`config.mk`:
```
export PLATFORM = sky130hd
export DESIGN_NAME = rx_control_and_count_limit
export DESIGN_NICKNAME = d
export VERILOG_FILES = /design/src/verilog/rx_limit_pkg.sv /design/src/verilog/rx_control_and_count_limit.sv
export SDC_FILE = /design/constraint.sdc
export NUM_CORES = 1
export LEC_CHECK = 0
export BUFFER_PORTS_ARGS = -buffer_cell sky130_fd_sc_hd__buf_2
export CAP_MARGIN = 15
export CELL_PAD_IN_SITES_DETAIL_PLACEMENT = 1
export CELL_PAD_IN_SITES_GLOBAL_PLACEMENT = 2
export CORE_ASPECT_RATIO = 1.4
export CORE_UTILIZATION = 30
export CTS_BUF_LIST = sky130_fd_sc_hd__clkbuf_16
export DETAILED_ROUTE_END_ITERATION = 16
export PLACE_DENSITY = 0.81
export SYNTH_ARGS = -nofsm -noshare
export SYNTH_HDL_FRONTEND = slang
export SYNTH_SLANG_ARGS = --single-unit
```
`constraint.sdc`:
```
create_clock -name pclk -period 2 [get_ports pclk]
set_input_delay 0.3 -clock pclk [delete_from_list [all_inputs] [get_ports pclk]]
set_output_delay 0.3 -clock pclk [all_outputs]
set_load 0.1 [all_outputs]
```
`src/verilog/rx_limit_pkg.sv`:
```
// Purpose: Shared constants and carriers for the receive-control and byte-count-limit block.
// Assumes: 32-bit APB, one aligned word per register, core clock pclk.
// Notes:   Unused register bits read as zero.
package rx_limit_pkg;

  localparam int unsigned COUNT_W = 12;
  localparam int unsigned ADDR_W  = 8;

  // Register byte offsets.
  localparam logic [ADDR_W-1:0] OFF_COUNT_LIMIT_HIGH = 8'h00;
  localparam logic [ADDR_W-1:0] OFF_RECEIVE_CONTROL  = 8'h04;
  localparam logic [ADDR_W-1:0] OFF_RECEIVE_STATUS   = 8'h08;
  localparam logic [ADDR_W-1:0] OFF_COUNT_LIMIT_LOW  = 8'h0c;
  localparam logic [ADDR_W-1:0] OFF_COUNT_IRQ_ENABLE = 8'h10;
  localparam logic [ADDR_W-1:0] OFF_BYTE_COUNT       = 8'h14;
  localparam logic [ADDR_W-1:0] OFF_LONG_CHECK_COUNT = 8'h18;
  localparam logic [ADDR_W-1:0] OFF_SHORT_CHECK_COUNT = 8'h1c;

  // Field positions.
  localparam int unsigned POS_RX_RESET    = 7;
  localparam int unsigned POS_FIFO_RESET  = 6;
  localparam int unsigned POS_RX_START    = 0;
  localparam int unsigned POS_LONG_GOOD   = 7;
  localparam int unsigned POS_SHORT_GOOD  = 6;
  localparam int unsigned POS_RX_BUSY     = 0;
  localparam int unsigned POS_TX_IRQ_EN   = 0;
  localparam int unsigned POS_RX_IRQ_EN   = 1;
  localparam int unsigned LIMIT_HIGH_W    = 4;

  // Reset values.
  localparam logic [7:0]         RST_LIMIT_LOW  = 8'h00;
  localparam logic [3:0]         RST_LIMIT_HIGH = 4'h0;
  localparam logic [COUNT_W-1:0] RST_COUNT      = 12'h000;
  localparam logic [1:0]         RST_IRQ_EN     = 2'h0;

  typedef enum logic [1:0] {
    RX_IDLE  = 2'b00,
    RX_ARMED = 2'b01,
    RX_FRAME = 2'b10
  } rx_state_e;

  // Strobes from the transceiver datapath, all on pclk.
  typedef struct packed {
    logic       tx_active;
    logic       tx_frame_start;
    logic       tx_byte;
    logic       tx_crc_phase;
    logic       rx_sfd;
    logic       rx_fifo_write;
    logic       rx_frame_end;
    logic       long_check_good;
    logic       short_check_good;
    logic       core_reset_bit;
    logic [3:0] rx_fifo_level;
  } tai_in_s;

  typedef struct packed {
    logic               receive_reset_control;
    logic               receive_fifo_reset_control;
    logic               rx_machine_run;
    logic               transmit_count_interrupt;
    logic               receive_count_interrupt;
    logic               dma_request_indication;
    logic [COUNT_W-1:0] byte_count;
  } tai_out_s;

endpackage
```
`src/verilog/rx_control_and_count_limit.sv`:
```
// Purpose: Receive control, receive status and byte count limit logic with an APB register port.
// Assumes: All datapath strobes are on pclk; APB master holds requests until pready.
// Notes:   pready is always high, so every access completes in its first access cycle.
//
// Functional notes
// - Limit-high register low nibble holds limit bits 11:8, reset zero.
// - Transmit count interrupt fires at limit during transmit when unmasked.
// - Transmit counting starts after delimiter and skips appended check bytes.
// - Receive count interrupt fires at limit during reception when unmasked.
// - Receive counting covers every byte after the start-of-frame delimiter.
// - Reaching the limit only signals; no state or FIFO effect.
// - Reserved bits written as zero by software; reads return zero here.
// - Control bit 7 drives the receive reset while set.
// - Receive reset leaves the receive FIFO alone; only FIFO reset clears it.
// - Control bit 6 drives the receive FIFO reset while set.
// - Setting control bit 0 starts the receive state machine.
// - Start acts on a rising edge; clear and set again to restart.
// - DMA request follows FIFO status regardless of the start bit.
// - Clearing start does not abort; only receive reset or the core reset bit aborts.
// - Starting reception sets the receive busy flag.
// - Long check good sets status bit 7 and latches the byte count.
// - Short check good sets status bit 6 and latches the byte count.
// - Busy stays set until receive reset, core reset bit or global reset.
// - Receive counter counts FIFO writes, including header and check bytes.
//
// Register access over APB and the placing of the registers were decided locally.
module rx_control_and_count_limit
  import rx_limit_pkg::*;
(
  // Clock and reset.
  input  wire logic                       pclk,
  input  wire logic                       presetn,
  // APB slave.
  input  wire logic                       psel,
  input  wire logic                       penable,
  input  wire logic                       pwrite,
  input  wire logic [rx_limit_pkg::ADDR_W-1:0] paddr,
  input  wire logic [31:0]                pwdata,
  output logic      [31:0]                prdata,
  output logic                            pready,
  output logic                            pslverr,
  // Transceiver datapath.
  input  wire rx_limit_pkg::tai_in_s      tai_in,
  output rx_limit_pkg::tai_out_s          tai_out
);
  import rx_limit_pkg::*;

  typedef struct packed {
    logic [7:0]              limit_low;
    logic [LIMIT_HIGH_W-1:0] limit_high;
    logic                    rx_reset;
    logic                    fifo_reset;
    logic                    start;
    logic                    start_prev;
    logic [1:0]              irq_en;
    rx_state_e               rx_state;
    logic                    busy;
    logic                    long_good;
    logic                    short_good;
    logic [COUNT_W-1:0]      count;
    logic [COUNT_W-1:0]      long_count;
    logic [COUNT_W-1:0]      short_count;
    logic                    tx_irq;
    logic                    rx_irq;
    logic                    dma_req;
    logic [31:0]             rdata;
  } state_s;

  state_s state_q;
  state_s state_d;

  logic               wr_en;
  logic               setup;
  logic               mapped;
  logic [31:0]        rd_mux;
  logic [COUNT_W-1:0] limit;
  logic [COUNT_W-1:0] count_inc;
  logic               start_rise;
  logic               tx_count_en;
  logic               rx_count_en;
  logic               clear_count;

  assign setup   = psel && !penable;
  assign wr_en   = psel && penable && pwrite && mapped;
  assign pready  = 1'b1;
  assign pslverr = psel && penable && !mapped;
  assign prdata  = state_q.rdata;

  assign limit     = {state_q.limit_high, state_q.limit_low};
  assign count_inc = state_q.count + 12'h001;

  // Address decode and read data.
  always_comb begin
    mapped = 1'b1;
    rd_mux = 32'h0000_0000;
    case (paddr)
      OFF_COUNT_LIMIT_HIGH: rd_mux[LIMIT_HIGH_W-1:0] = state_q.limit_high;
      OFF_RECEIVE_CONTROL: begin
        rd_mux[POS_RX_RESET]   = state_q.rx_reset;
        rd_mux[POS_FIFO_RESET] = state_q.fifo_reset;
        rd_mux[POS_RX_START]   = state_q.start;
      end
      OFF_RECEIVE_STATUS: begin
        rd_mux[POS_LONG_GOOD]  = state_q.long_good;
        rd_mux[POS_SHORT_GOOD] = state_q.short_good;
        rd_mux[POS_RX_BUSY]    = state_q.busy;
      end
      OFF_COUNT_LIMIT_LOW:   rd_mux[7:0] = state_q.limit_low;
      OFF_COUNT_IRQ_ENABLE:  rd_mux[1:0] = state_q.irq_en;
      OFF_BYTE_COUNT:        rd_mux[COUNT_W-1:0] = state_q.count;
      OFF_LONG_CHECK_COUNT:  rd_mux[COUNT_W-1:0] = state_q.long_count;
      OFF_SHORT_CHECK_COUNT: rd_mux[COUNT_W-1:0] = state_q.short_count;
      default:               mapped = 1'b0;
    endcase
  end

  // Counting qualifiers.
  assign start_rise  = state_q.start && !state_q.start_prev && !state_q.rx_reset;
  assign tx_count_en = tai_in.tx_active && tai_in.tx_byte && !tai_in.tx_crc_phase;
  assign rx_count_en = !tai_in.tx_active && (state_q.rx_state == RX_FRAME) && tai_in.rx_fifo_write;
  assign clear_count = (tai_in.tx_active && tai_in.tx_frame_start) ||
                       (!tai_in.tx_active && (state_q.rx_state == RX_ARMED) && tai_in.rx_sfd);

  always_comb begin
    state_d = state_q;
    state_d.rdata      = setup ? rd_mux : state_q.rdata;
    state_d.start_prev = state_q.start;
    state_d.tx_irq     = 1'b0;
    state_d.rx_irq     = 1'b0;
    state_d.dma_req    = tai_in.rx_fifo_level != 4'h0;

    // Register writes; reserved bits are dropped.
    if (wr_en) begin
      case (paddr)
        OFF_COUNT_LIMIT_HIGH: state_d.limit_high = pwdata[LIMIT_HIGH_W-1:0];
        OFF_RECEIVE_CONTROL: begin
          state_d.rx_reset   = pwdata[POS_RX_RESET];
          state_d.fifo_reset = pwdata[POS_FIFO_RESET];
          state_d.start      = pwdata[POS_RX_START];
        end
        OFF_COUNT_LIMIT_LOW:  state_d.limit_low = pwdata[7:0];
        OFF_COUNT_IRQ_ENABLE: state_d.irq_en = pwdata[1:0];
        default: ;
      endcase
    end

    // Receive state machine; dropping start never aborts.
    case (state_q.rx_state)
      RX_IDLE: begin
        if (start_rise) begin
          state_d.rx_state = RX_ARMED;
        end
      end
      RX_ARMED: begin
        if (!tai_in.tx_active && tai_in.rx_sfd) begin
          state_d.rx_state = RX_FRAME;
        end
      end
      RX_FRAME: begin
        if (tai_in.rx_frame_end) begin
          state_d.rx_state = RX_IDLE;
        end
      end
      default: state_d.rx_state = RX_IDLE;
    endcase

    // Byte counter and one-shot limit indications.
    if (clear_count) begin
      state_d.count = RST_COUNT;
    end else if (tx_count_en || rx_count_en) begin
      state_d.count = count_inc;
      if (count_inc == limit) begin
        state_d.tx_irq = tx_count_en && state_q.irq_en[POS_TX_IRQ_EN];
        state_d.rx_irq = rx_count_en && state_q.irq_en[POS_RX_IRQ_EN];
      end
    end

    // Check-good flags clear at a new receive frame, but a set in the same cycle wins.
    if (clear_count && !tai_in.tx_active) begin
      state_d.long_good  = 1'b0;
      state_d.short_good = 1'b0;
    end
    if (tai_in.long_check_good) begin
      state_d.long_good  = 1'b1;
      state_d.long_count = state_q.count;
    end
    if (tai_in.short_check_good) begin
      state_d.short_good  = 1'b1;
      state_d.short_count = state_q.count;
    end

    // Busy sets on start and holds until a receive or core reset.
    if (start_rise && state_q.rx_state == RX_IDLE) begin
      state_d.busy = 1'b1;
    end

    // Receive reset or core reset bit aborts reception and clears busy and check-good flags; the FIFO reset line is separate.
    if (state_q.rx_reset || tai_in.core_reset_bit) begin
      state_d.rx_state   = RX_IDLE;
      state_d.busy       = 1'b0;
      state_d.long_good  = 1'b0;
      state_d.short_good = 1'b0;
    end
  end

  always_ff @(posedge pclk or negedge presetn) begin
    if (!presetn) begin
      state_q             <= '0;
      state_q.limit_low   <= RST_LIMIT_LOW;
      state_q.limit_high  <= RST_LIMIT_HIGH;
      state_q.irq_en      <= RST_IRQ_EN;
      state_q.rx_state    <= RX_IDLE;
      state_q.count       <= RST_COUNT;
      state_q.long_count  <= RST_COUNT;
      state_q.short_count <= RST_COUNT;
      state_q.busy        <= 1'b0;
    end else begin
      state_q <= state_d;
    end
  end

  assign tai_out.receive_reset_control      = state_q.rx_reset;
  assign tai_out.receive_fifo_reset_control = state_q.fifo_reset;
  assign tai_out.rx_machine_run             = state_q.rx_state != RX_IDLE;
  assign tai_out.transmit_count_interrupt   = state_q.tx_irq;
  assign tai_out.receive_count_interrupt    = state_q.rx_irq;
  assign tai_out.dma_request_indication     = state_q.dma_req;
  assign tai_out.byte_count                 = state_q.count;

endmodule

```
Word-level counts from Yosys, hierarchy flattened
Index checks and enable logic that the tools add are counted.
Word-level totals
  flip-flop bits (word level): 74
  output and inout bits: 52
  word-level logic and storage cells: 95
Operators by class
  add/subtract/negate cells: 1
  equality and inequality tests: 13
  mux-type cells: 21
  reductions and logical operators: 42
Operators by type and width (count)
  $eq A8 B5 Y1 const B: 4
  $mux W12: 2
  $logic_and A1 B1 Y1: 19
  $eq A8 B4 Y1 const B: 2
  $mux W2: 7
  $add A12 B1 Y12 const B: 1
  $eq A12 B12 Y1: 1
  $pmux W2 S6: 1
  $pmux W4 S3: 1
  $pmux W2 S5: 1
  $eq A8 B3 Y1 const B: 1
  $logic_not A8 Y1: 1
  $pmux W1 S8: 1
  $pmux W2 S4: 1
  $reduce_and A2 Y1: 4
  $reduce_or A8 Y1: 1
  $logic_not A1 Y1: 6
  $ne A3 B2 Y1 const B: 2
  $pmux W1 S6: 1
  $pmux W2 S3: 1
  $reduce_bool A2 Y1: 3
  $reduce_bool A3 Y1: 2
  $mux W5: 1
  $mux W1: 4
  7 further kinds: 9

Longest topological paths before layout
Gate-level depths: netlist (run 1).
  word-level depth: 8
  mapped depth: 7
  depth with buffers taken out: 6

Worst setup path before layout (run 1)
OpenSTA, ideal clock, no wires.
  path kind: input port to output port
  start: in paddr[1] (netlist bit)
  end: out pslverr
  arrival time: 1.819 ns
  path slack: -0.119 ns
  stages: 3
  path buffers: 0
  cell sequence: nor4_2 > and2b_2 > nor2_1
Between the ends
  word-level cells in the longest chain between the ends: 5
  elaborated cells between the ends (all ways): 12
  those cells by class: eq/ne: 7; mux: 1; reduce/logical: 4
RTL lines
  start, declared: line rx_control_and_count_limit.sv:37  | input wire logic [rx_limit_pkg::ADDR_W-1:0] paddr,
  $eq A8 B4 Y1, or another cell as far along: line rx_control_and_count_limit.sv:96  | case (paddr)
  $reduce_or A8 Y1 (no line) (*)
  $mux W1 (*): line rx_control_and_count_limit.sv:96
  $logic_not A1 Y1 (*): line rx_control_and_count_limit.sv:86  | assign pslverr = psel && penable && !mapped;
  $logic_and A1 B1 Y1 (*): line rx_control_and_count_limit.sv:86
  end, declared: line rx_control_and_count_limit.sv:41  | output logic pslverr,
Every way passes the cells marked *; elsewhere a longest branch is shown, timed or not.

==> results.rst, run 1 <==
.. list-table::
   :header-rows: 1

   * - Metric
     - Value
   * - Fraction of final layout cells sized beyond drive strength 1
     - 43.3%
   * - Vertical extent of the die
     - 143 um
   * - Global-route wire length before repair
     - roughly 19000 um
   * - Insertion delay to the later sink of the worst-skew pair
     - 350 ps
   * - Pin count of the biggest net entering global routing
     - 34
   * - Worst path max stage delay
     - 380 ps
   * - Slowest cell on the critical path
     - sky130_fd_sc_hd__dfrtp_1
   * - Tmin final
     - 2000 ps
   * - Sequential fraction of the synthesis area
     - 43.2%
   * - Part of the cycle the worst path needs
     - 100%
   * - Cell area after synthesis
     - 0.00429 mm^2
   * - Post-synth top flop
     - sky130_fd_sc_hd__dfrtp_1
   * - Cell at the root of the clock tree
     - sky130_fd_sc_hd__clkbuf_16
   * - Final core area utilization
     - 36.7%
   * - Depth of the critical timing path with buffers and inverters included
     - 7
   * - Cells after DPL
     - 633
   * - R2r worst-path depth
     - 7
   * - Total grt overflow
     - 0
   * - Result of the run
     - complete, no violations
   * - Std cell rows
     - 51
   * - Max-cap violations
     - 0
   * - Via count of the first global-routing pass
     - about 3600
   * - Power per cell area
     - roughly 720 mW/mm^2
   * - Total global routing track utilization
     - between 10% and 20%
   * - Core region area
     - between 0.01 and 0.015 mm^2
   * - Area of the die
     - 0.0148 mm^2
   * - Setup crit start kind
     - flip-flop
   * - Cell leakage power
     - 0.00240 uW
   * - Starting Density
     - a little under a third
   * - Worst min-delay path category
     - primary input to flip-flop
   * - Overall power after layout
     - approximately 3700 uW
   * - Synth area leader
     - sky130_fd_sc_hd__dfrtp_1
   * - Total non-filler cell area in the finished layout
     - 0.00510 mm^2
   * - Clock tree from TritonCTS
     - built
   * - Largest clock skew in the final design
     - 8.37 ps
   * - Antenna violations before repair
     - 0
   * - Fill cell instance count of the final layout
     - between 1500 and 2000
   * - CTS max path bufs
     - 2
   * - Achievable frequency
     - ~500 MHz
   * - Post-detailed-routing wire length
     - roughly 12000 um
   * - Post-place setup slack
     - -145 ps
   * - Clock sink total
     - 74
   * - Main area contributors after synthesis
     - sky130_fd_sc_hd__dfrtp_1, sky130_fd_sc_hd__mux2_2, sky130_fd_sc_hd__buf_4
   * - Most common library cell in the layout ignoring fill and taps
     - sky130_fd_sc_hd__dfrtp_1
   * - Crit path buffers/inverters
     - 1
   * - Worst-path clk slew
     - around 50 ps
   * - P&R area growth vs syn
     - 18.9%
   * - Antenna cell count
     - 0
   * - Number of search-and-repair iterations in the first detailed-routing pass
     - 4
   * - Remaining antenna violation count after routing
     - 0
   * - Top-level port count
     - 111
   * - Inserted Clock Buffers
     - 9
   * - Final Hold Viols
     - 0
   * - Area of placed instances
     - 0.00474 mm^2
   * - Total via count in the routed design
     - ~3200
   * - DRC violation count after routing
     - 0
   * - Worst setup startpoint
     - tai_out[0]
   * - Largest fanout on the critical path
     - 6
   * - Critical register-to-register path endpoint
     - tai_out[13]
   * - Mean Syn Cell Area
     - 10.9 um^2
   * - Largest delay share family, worst path
     - simple AND/OR/NAND/NOR gates
   * - Number of port buffers
     - 65
   * - Final RePlAce weighted congestion
     - approximately 0.8
   * - Data required, critical path
     - 2280 ps
   * - Wire length per cell after detailed routing
     - 19.0 um
   * - Number of standard cells after synthesis
     - just under 400
   * - CP arrival
     - 2280 ps
   * - Setup Crit Path Kind
     - flip-flop to flip-flop
   * - RSZ-0062 raised after global routing
     - yes
   * - Fraction of registers with async set/reset
     - 100%
   * - Synth top area share
     - 43.2%
   * - Startpoint of the lowest-slack register-to-register path
     - tai_out[0]
   * - Die Wd
     - 103 um
   * - Via density per instance
     - 4.99
   * - Storage element area
     - 0.00185 mm^2
   * - Hpwl dp
     - 9420 um
   * - Commonest non-fill, non-tap cells in the layout
     - sky130_fd_sc_hd__dfrtp_1, sky130_fd_sc_hd__buf_2, sky130_fd_sc_hd__mux2_2
   * - List of cells traversed by the critical path
     - ha_2 -> nand4b_1 -> or2_2 -> o21ai_2 -> a31oi_4 -> nor4_4 -> buf_4
   * - Count of flip-flops with a built-in enable after synthesis
     - 0
   * - Unique cell type count in the Yosys netlist
     - 59
   * - Startpoint of the lowest-slack hold path
     - tai_in[2]
   * - Flop-to-flop setup slack
     - 0.9 ps
   * - Smallest setup slack after layout
     - 0.895 ps
   * - Timing endpoint of the critical path
     - tai_out[13]
   * - Setup-violating endpoint count in the final report
     - 0
   * - Total area of multi-input combinational cells
     - 0.00206 mm^2
   * - Max IR drop VDD
     - ~0.38 mV
   * - Max Transition Viols Final
     - 0
   * - Register bit count reported by yosys
     - 74
   * - Violation count after the first detailed-routing iteration
     - 128
   * - Final net count
     - 519
   * - Final std cells w/o fill
     - 649
   * - Number of warnings printed during yosys synthesis
     - 0
   * - Type of element capturing the critical path
     - flip-flop
   * - CTS H-tree lvls
     - 3
-- report_power, final --
group	leakage, uW	internal, uW	total, uW	switching (uW)
logic	0.00124	128	542	413
registers	0.00102	1520	1540	17.2
clock network	0.000141	963	1610	651
-- worst register-to-register path, stage by stage (launching register included) --
cell	delay, ps
sky130_fd_sc_hd__dfrtp_1	380
sky130_fd_sc_hd__ha_2	250
sky130_fd_sc_hd__nand4b_1	130
sky130_fd_sc_hd__or2_2	320
sky130_fd_sc_hd__o21ai_2	160
sky130_fd_sc_hd__a31oi_4	150
sky130_fd_sc_hd__nor4_4	390
sky130_fd_sc_hd__buf_4	160
-- worst min path at each step --
| stage | slack, ps | endpoint | cells past startpoint |
|---|---|---|---|
| detailed placement | 290 | tai_out[12] | 1 |
| finish | 140 | tai_out[12] | 2 |
| global placement | 270 | tai_out[12] | 1 |
| global route | 160 | tai_out[12] | 2 |
| CTS | 130 | tai_out[12] | 2 |
| floorplan | 4 | limit[0] | 0 |
-- through the flow --
| stage | setup TNS (ps) | hold slack, ps |
|---|---|---|
| 2_1_floorplan | 0 | 4.41 |
| 3_3_place_gp | -132 | 274 |
| 3_5_place_dp | -347 | 288 |
| 4_1_cts | 0 | 132 |
| 5_1_grt | -48.9 | 157 |
| 6_report | 0 | 143 |
-- routing by layer --
layer | global-route usage (%) | vias to the layer above | wire (um) | share of wire [%]
met1 | 19.1 | 1657 | 4650 | 38
met4 | 9.56 | 0 | 443 | 3.6
met5 | 0 | - | 0 | 0
met2 | 33.5 | 80 | 6880 | 56
li1 | - | 1476 | - | -
met3 | 2.82 | 23 | 368 | 3.0
-- layout make-up --
cell class                      count  share of cell area, %
Multi-Input combinational cell    267                   40.3
Sequential cell                    74                   36.4
Timing Repair Buffer              104                   12.7
Tap cell                          185                   4.54
Clock buffer                        9                   4.42
Clock inverter                      7                   1.37
Inverter                            3                  0.221
-- Yosys cell counts, types with 2 or more instances --
cell type and instances:
sky130_fd_sc_hd__dfrtp_1 74, sky130_fd_sc_hd__mux2_2 53, sky130_fd_sc_hd__buf_4 52, sky130_fd_sc_hd__nor2_1 21
sky130_fd_sc_hd__nand2_1 20, sky130_fd_sc_hd__o21ai_0 16, sky130_fd_sc_hd__xnor2_1 13, sky130_fd_sc_hd__a22oi_1 10
sky130_fd_sc_hd__a21oi_1 9, sky130_fd_sc_hd__nor3_1 8, sky130_fd_sc_hd__buf_2 7, sky130_fd_sc_hd__nand4_1 6
sky130_fd_sc_hd__nor2b_1 6, sky130_fd_sc_hd__or3_1 6, sky130_fd_sc_hd__mux2i_1 5, sky130_fd_sc_hd__nor4_1 5
sky130_fd_sc_hd__a211oi_1 4, sky130_fd_sc_hd__a221oi_1 4, sky130_fd_sc_hd__clkbuf_1 4, sky130_fd_sc_hd__nand4b_1 4
sky130_fd_sc_hd__or2_2 4, sky130_fd_sc_hd__a21o_1 3, sky130_fd_sc_hd__and3_1 3, sky130_fd_sc_hd__buf_1 3
sky130_fd_sc_hd__buf_6 3, sky130_fd_sc_hd__inv_1 3, sky130_fd_sc_hd__nand3b_1 3, sky130_fd_sc_hd__nor3b_1 3
sky130_fd_sc_hd__xor2_1 3, sky130_fd_sc_hd__a211oi_2 2, sky130_fd_sc_hd__and2_1 2, sky130_fd_sc_hd__and2b_2 2
sky130_fd_sc_hd__conb_1 2, sky130_fd_sc_hd__mux4_2 2, sky130_fd_sc_hd__nand2b_1 2, sky130_fd_sc_hd__nand3_1 2
sky130_fd_sc_hd__o211ai_1 2, sky130_fd_sc_hd__o221ai_1 2, sky130_fd_sc_hd__or3b_2 2
-- registers in the layout, summed over array words and instances, names as in the netlist --
| register | count |
|---|---|
| prdata | 12 |
| tai_out | 17 |
| state_q | 32 |
| limit | 12 |
| state_d | 1 |
-- cell families after synthesis --
family,synth area share (%)
and+or+nand+nor,15.6
buffers and inverters,11.9
other,0.175
adders and majority gates,0.292
DFF,43.2
AOI/OAI and AO/OA,9.40
muxes,16.1
xor gates and xnor gates,3.27
-- what timing repair did --
item                       4_1_cts  5_1_grt
hold endpoints to repair        15        0
setup endpoints to repair        2        2
hold buffers                     1        0
buffers inserted                 0        0
resized for setup               11        5
pin swaps                        5        5
Note: power is estimated with default switching activity, not from simulation.
==> run 2: changes to the inputs <==
- BUFFER_PORTS_ARGS: -buffer_cell sky130_fd_sc_hd__buf_2 -> default
- DONT_BUFFER_PORTS: default -> 1
- PLACE_DENSITY: 0.81 -> 0.71
==> results.rst, run 2 (same netlist as run 1, synthesis figures left out) <==
.. list-table::
   :header-rows: 1

   * - Metric
     - Value
   * - Result of the run
     - finished with violations (was complete, no violations)
   * - Violations in the final reports
     - hold timing
   * - Area of the die
     - 0.0148 mm^2 (unchanged)
   * - Final net count
     - 469 (was 519)
   * - P&R area growth vs syn
     - 13.2% (was 18.9%)
   * - Total grt overflow
     - 0 (unchanged)
   * - Fill cell instance count of the final layout
     - 1605 (was 1612)
   * - Max_slew headroom
     - 66.5%
   * - Min Hold Slack
     - -353 ps (was 143 ps)
   * - Global routing met2 resource utilization
     - 31.7% (was 33.5%)
   * - Via count of the first global-routing pass
     - 3375 (was 3607)
   * - Met1 demand-to-capacity share in global routing
     - 19.0% (was 19.1%)
   * - Cell at the root of the clock tree
     - sky130_fd_sc_hd__clkbuf_16 (unchanged)
   * - RSZ-0062 raised after global routing
     - no (was yes)
   * - Total Negative Setup Slacks
     - 0 ps (unchanged)
   * - Type of element capturing the critical path
     - flip-flop (unchanged)
   * - CP arrival
     - 2120 ps (was 2280 ps)
   * - Setup Crit Path Kind
     - flip-flop to flip-flop (unchanged)
   * - Starting Density
     - 30.8% (unchanged)
   * - Wire length per cell after detailed routing
     - 20.0 um (was 19.0 um)
   * - Most common library cell in the layout ignoring fill and taps
     - sky130_fd_sc_hd__dfrtp_1 (unchanged)
   * - Busiest layer in global routing
     - met2 (unchanged)
   * - Tmin final
     - 1900 ps (was 2000 ps)
   * - Max Transition Viols Final
     - 0 (unchanged)
   * - Total global routing track utilization
     - 17.6% (was 18.0%)
   * - Clock tree from TritonCTS
     - built (unchanged)
   * - Insertion delay to the later sink of the worst-skew pair
     - 350 ps (about the same)
   * - Startpoint of the lowest-slack register-to-register path
     - tai_out[4] (was tai_out[0])
   * - Hpwl dp
     - 8840 um (was 9420 um)
   * - Final Hold Viols
     - 74 (was 0)
   * - Flop-to-flop setup slack
     - 100 ps (was 0.9 ps)
   * - Largest clock skew in the final design
     - 5.80 ps (was 8.37 ps)
   * - Core region area
     - 0.0139 mm^2 (unchanged)
   * - Worst min-delay path category
     - primary input to asynchronous set/reset pin (was primary input to flip-flop)
   * - Fraction of final layout cells sized beyond drive strength 1
     - 35.7% (was 43.3%)
   * - Achievable frequency
     - 527 MHz (was 500 MHz)
   * - Setup-violating endpoint count in the final report
     - 0 (unchanged)
   * - Number of port buffers
     - 0 (was 65)
   * - Register with the most flip-flops
     - state_q (unchanged)
   * - Total via count in the routed design
     - 3028 (was 3236)
   * - CTS max path bufs
     - 2 (unchanged)
   * - DRC violation count after routing
     - 0 (unchanged)
   * - Antenna violations before repair
     - 0 (unchanged)
   * - Post-detailed-routing wire length
     - 12000 um (was 12300 um)
   * - Worst-path clk slew
     - 60 ps (was 50 ps)
   * - CTS H-tree lvls
     - 3 (unchanged)
   * - Met3 usage in global routing
     - 3.99% (was 2.82%)
   * - Pin count of the biggest net entering global routing
     - 75 (was 34)
   * - Remaining antenna violation count after routing
     - 0 (unchanged)
   * - Max FFs per register
     - 32 (unchanged)
   * - Die Wd
     - 103 um (unchanged)
   * - Largest fanout on the critical path
     - 9 (was 6)
   * - Critical register-to-register path endpoint
     - tai_out[13] (unchanged)
   * - Data required, critical path
     - 2220 ps (was 2280 ps)
   * - Antenna cell count
     - 0 (unchanged)
   * - Commonest non-fill, non-tap cells in the layout
     - sky130_fd_sc_hd__dfrtp_1, sky130_fd_sc_hd__buf_4, sky130_fd_sc_hd__mux2_2 (was sky130_fd_sc_hd__dfrtp_1, sky130_fd_sc_hd__buf_2, sky130_fd_sc_hd__mux2_2)
   * - Global-route wire length before repair
     - 18700 um (was 19500 um)
   * - Top-level port count
     - 111 (unchanged)
   * - Power per cell area
     - 797 mW/mm^2 (was 725 mW/mm^2)
   * - Final RePlAce weighted congestion
     - 0.760 (was 0.799)
   * - Vertical extent of the die
     - 143 um (unchanged)
   * - Std cell rows
     - 51 (unchanged)
   * - Max IR drop VDD
     - 0.324 mV (was 0.381 mV)
   * - Via density per instance
     - 5.06 (was 4.99)
   * - Max-cap violations
     - 0 (unchanged)
   * - R2r worst-path depth
     - 5 (was 7)
   * - Setup crit start kind
     - flip-flop (unchanged)
   * - Number of search-and-repair iterations in the first detailed-routing pass
     - 5 (was 4)
   * - Violation count after the first detailed-routing iteration
     - 169 (was 128)
   * - Inserted Clock Buffers
     - 9 (unchanged)
   * - Clock sink total
     - 74 (unchanged)
   * - Worst slew pin tran
     - 501 ps
   * - Part of the cycle the worst path needs
     - 94.9% (was 100%)
   * - Cell leakage power
     - 0.00220 uW (was 0.00240 uW)
## run 2: worst max-delay path, cell delays in order, from the launching register on
cell and delay (ps):
sky130_fd_sc_hd__dfrtp_1 530, sky130_fd_sc_hd__nand2_1 150, sky130_fd_sc_hd__or3_1 370, sky130_fd_sc_hd__a211oi_2 240, sky130_fd_sc_hd__o22ai_1 160, sky130_fd_sc_hd__nor4_1 320
## run 2: worst max-delay path by stage
stage               start           to  slack (ps)  cells after the start
2_1_floorplan    paddr[7]  state_q[76]         280                      5
3_3_place_gp   tai_out[0]  tai_out[13]          80                      6
3_5_place_dp   tai_out[0]  tai_out[13]          20                      6
4_1_cts        tai_out[0]  tai_out[13]          40                      6
5_1_grt        tai_out[1]  tai_out[13]           5                      7
6_report       tai_out[4]  tai_out[13]         100                      5
## run 2: timing repair
item	CTS	global route
buffers inserted	0	0
gates resized for setup	1	1
endpoints found under the setup margin	1	2
pin swaps	0	1
hold endpoints to repair	74	74
## run 2: stage by stage
step	total power [uW]	cells	worst slack, ps	cell area, um^2	utilization (%)
finish	3870	599	101	4850	34.9
global route	3990	599	5.49	4850	34.9
CTS	3910	599	35.9	4850	34.9
detailed placement	1990	583	19.3	4500	32.3
global placement	1980	583	76.6	4500	32.3
floorplan	1990	414	277	4360	-
## run 2: final cells by class
class | count | area (um^2) | share of cell area [%]
inverters | 3 | 11.3 | 0.232
multi-input cells | 267 | 2000 | 41.2
clock buffers | 9 | 225 | 4.64
clock inverters | 7 | 125 | 2.58
flip-flops and latches | 74 | 1850 | 38.2
repair buffers | 54 | 405 | 8.35
well taps | 185 | 231 | 4.77
## run 2: per-layer routing
layer | wire, um | share of wire [%] | vias up
met3 | 514 | 4.3 | 21
met2 | 6710 | 56 | 71
met4 | 366 | 3.1 | 0
met1 | 4360 | 36 | 1566
met5 | 0 | 0 | -
li1 | - | - | 1370
## run 2: power by group
part	leakage [uW]	switching (uW)	internal (uW)
Clock	0.000171	676	1230
Sequential	0.00102	19.8	1520
Combinational	0.00101	325	90.5
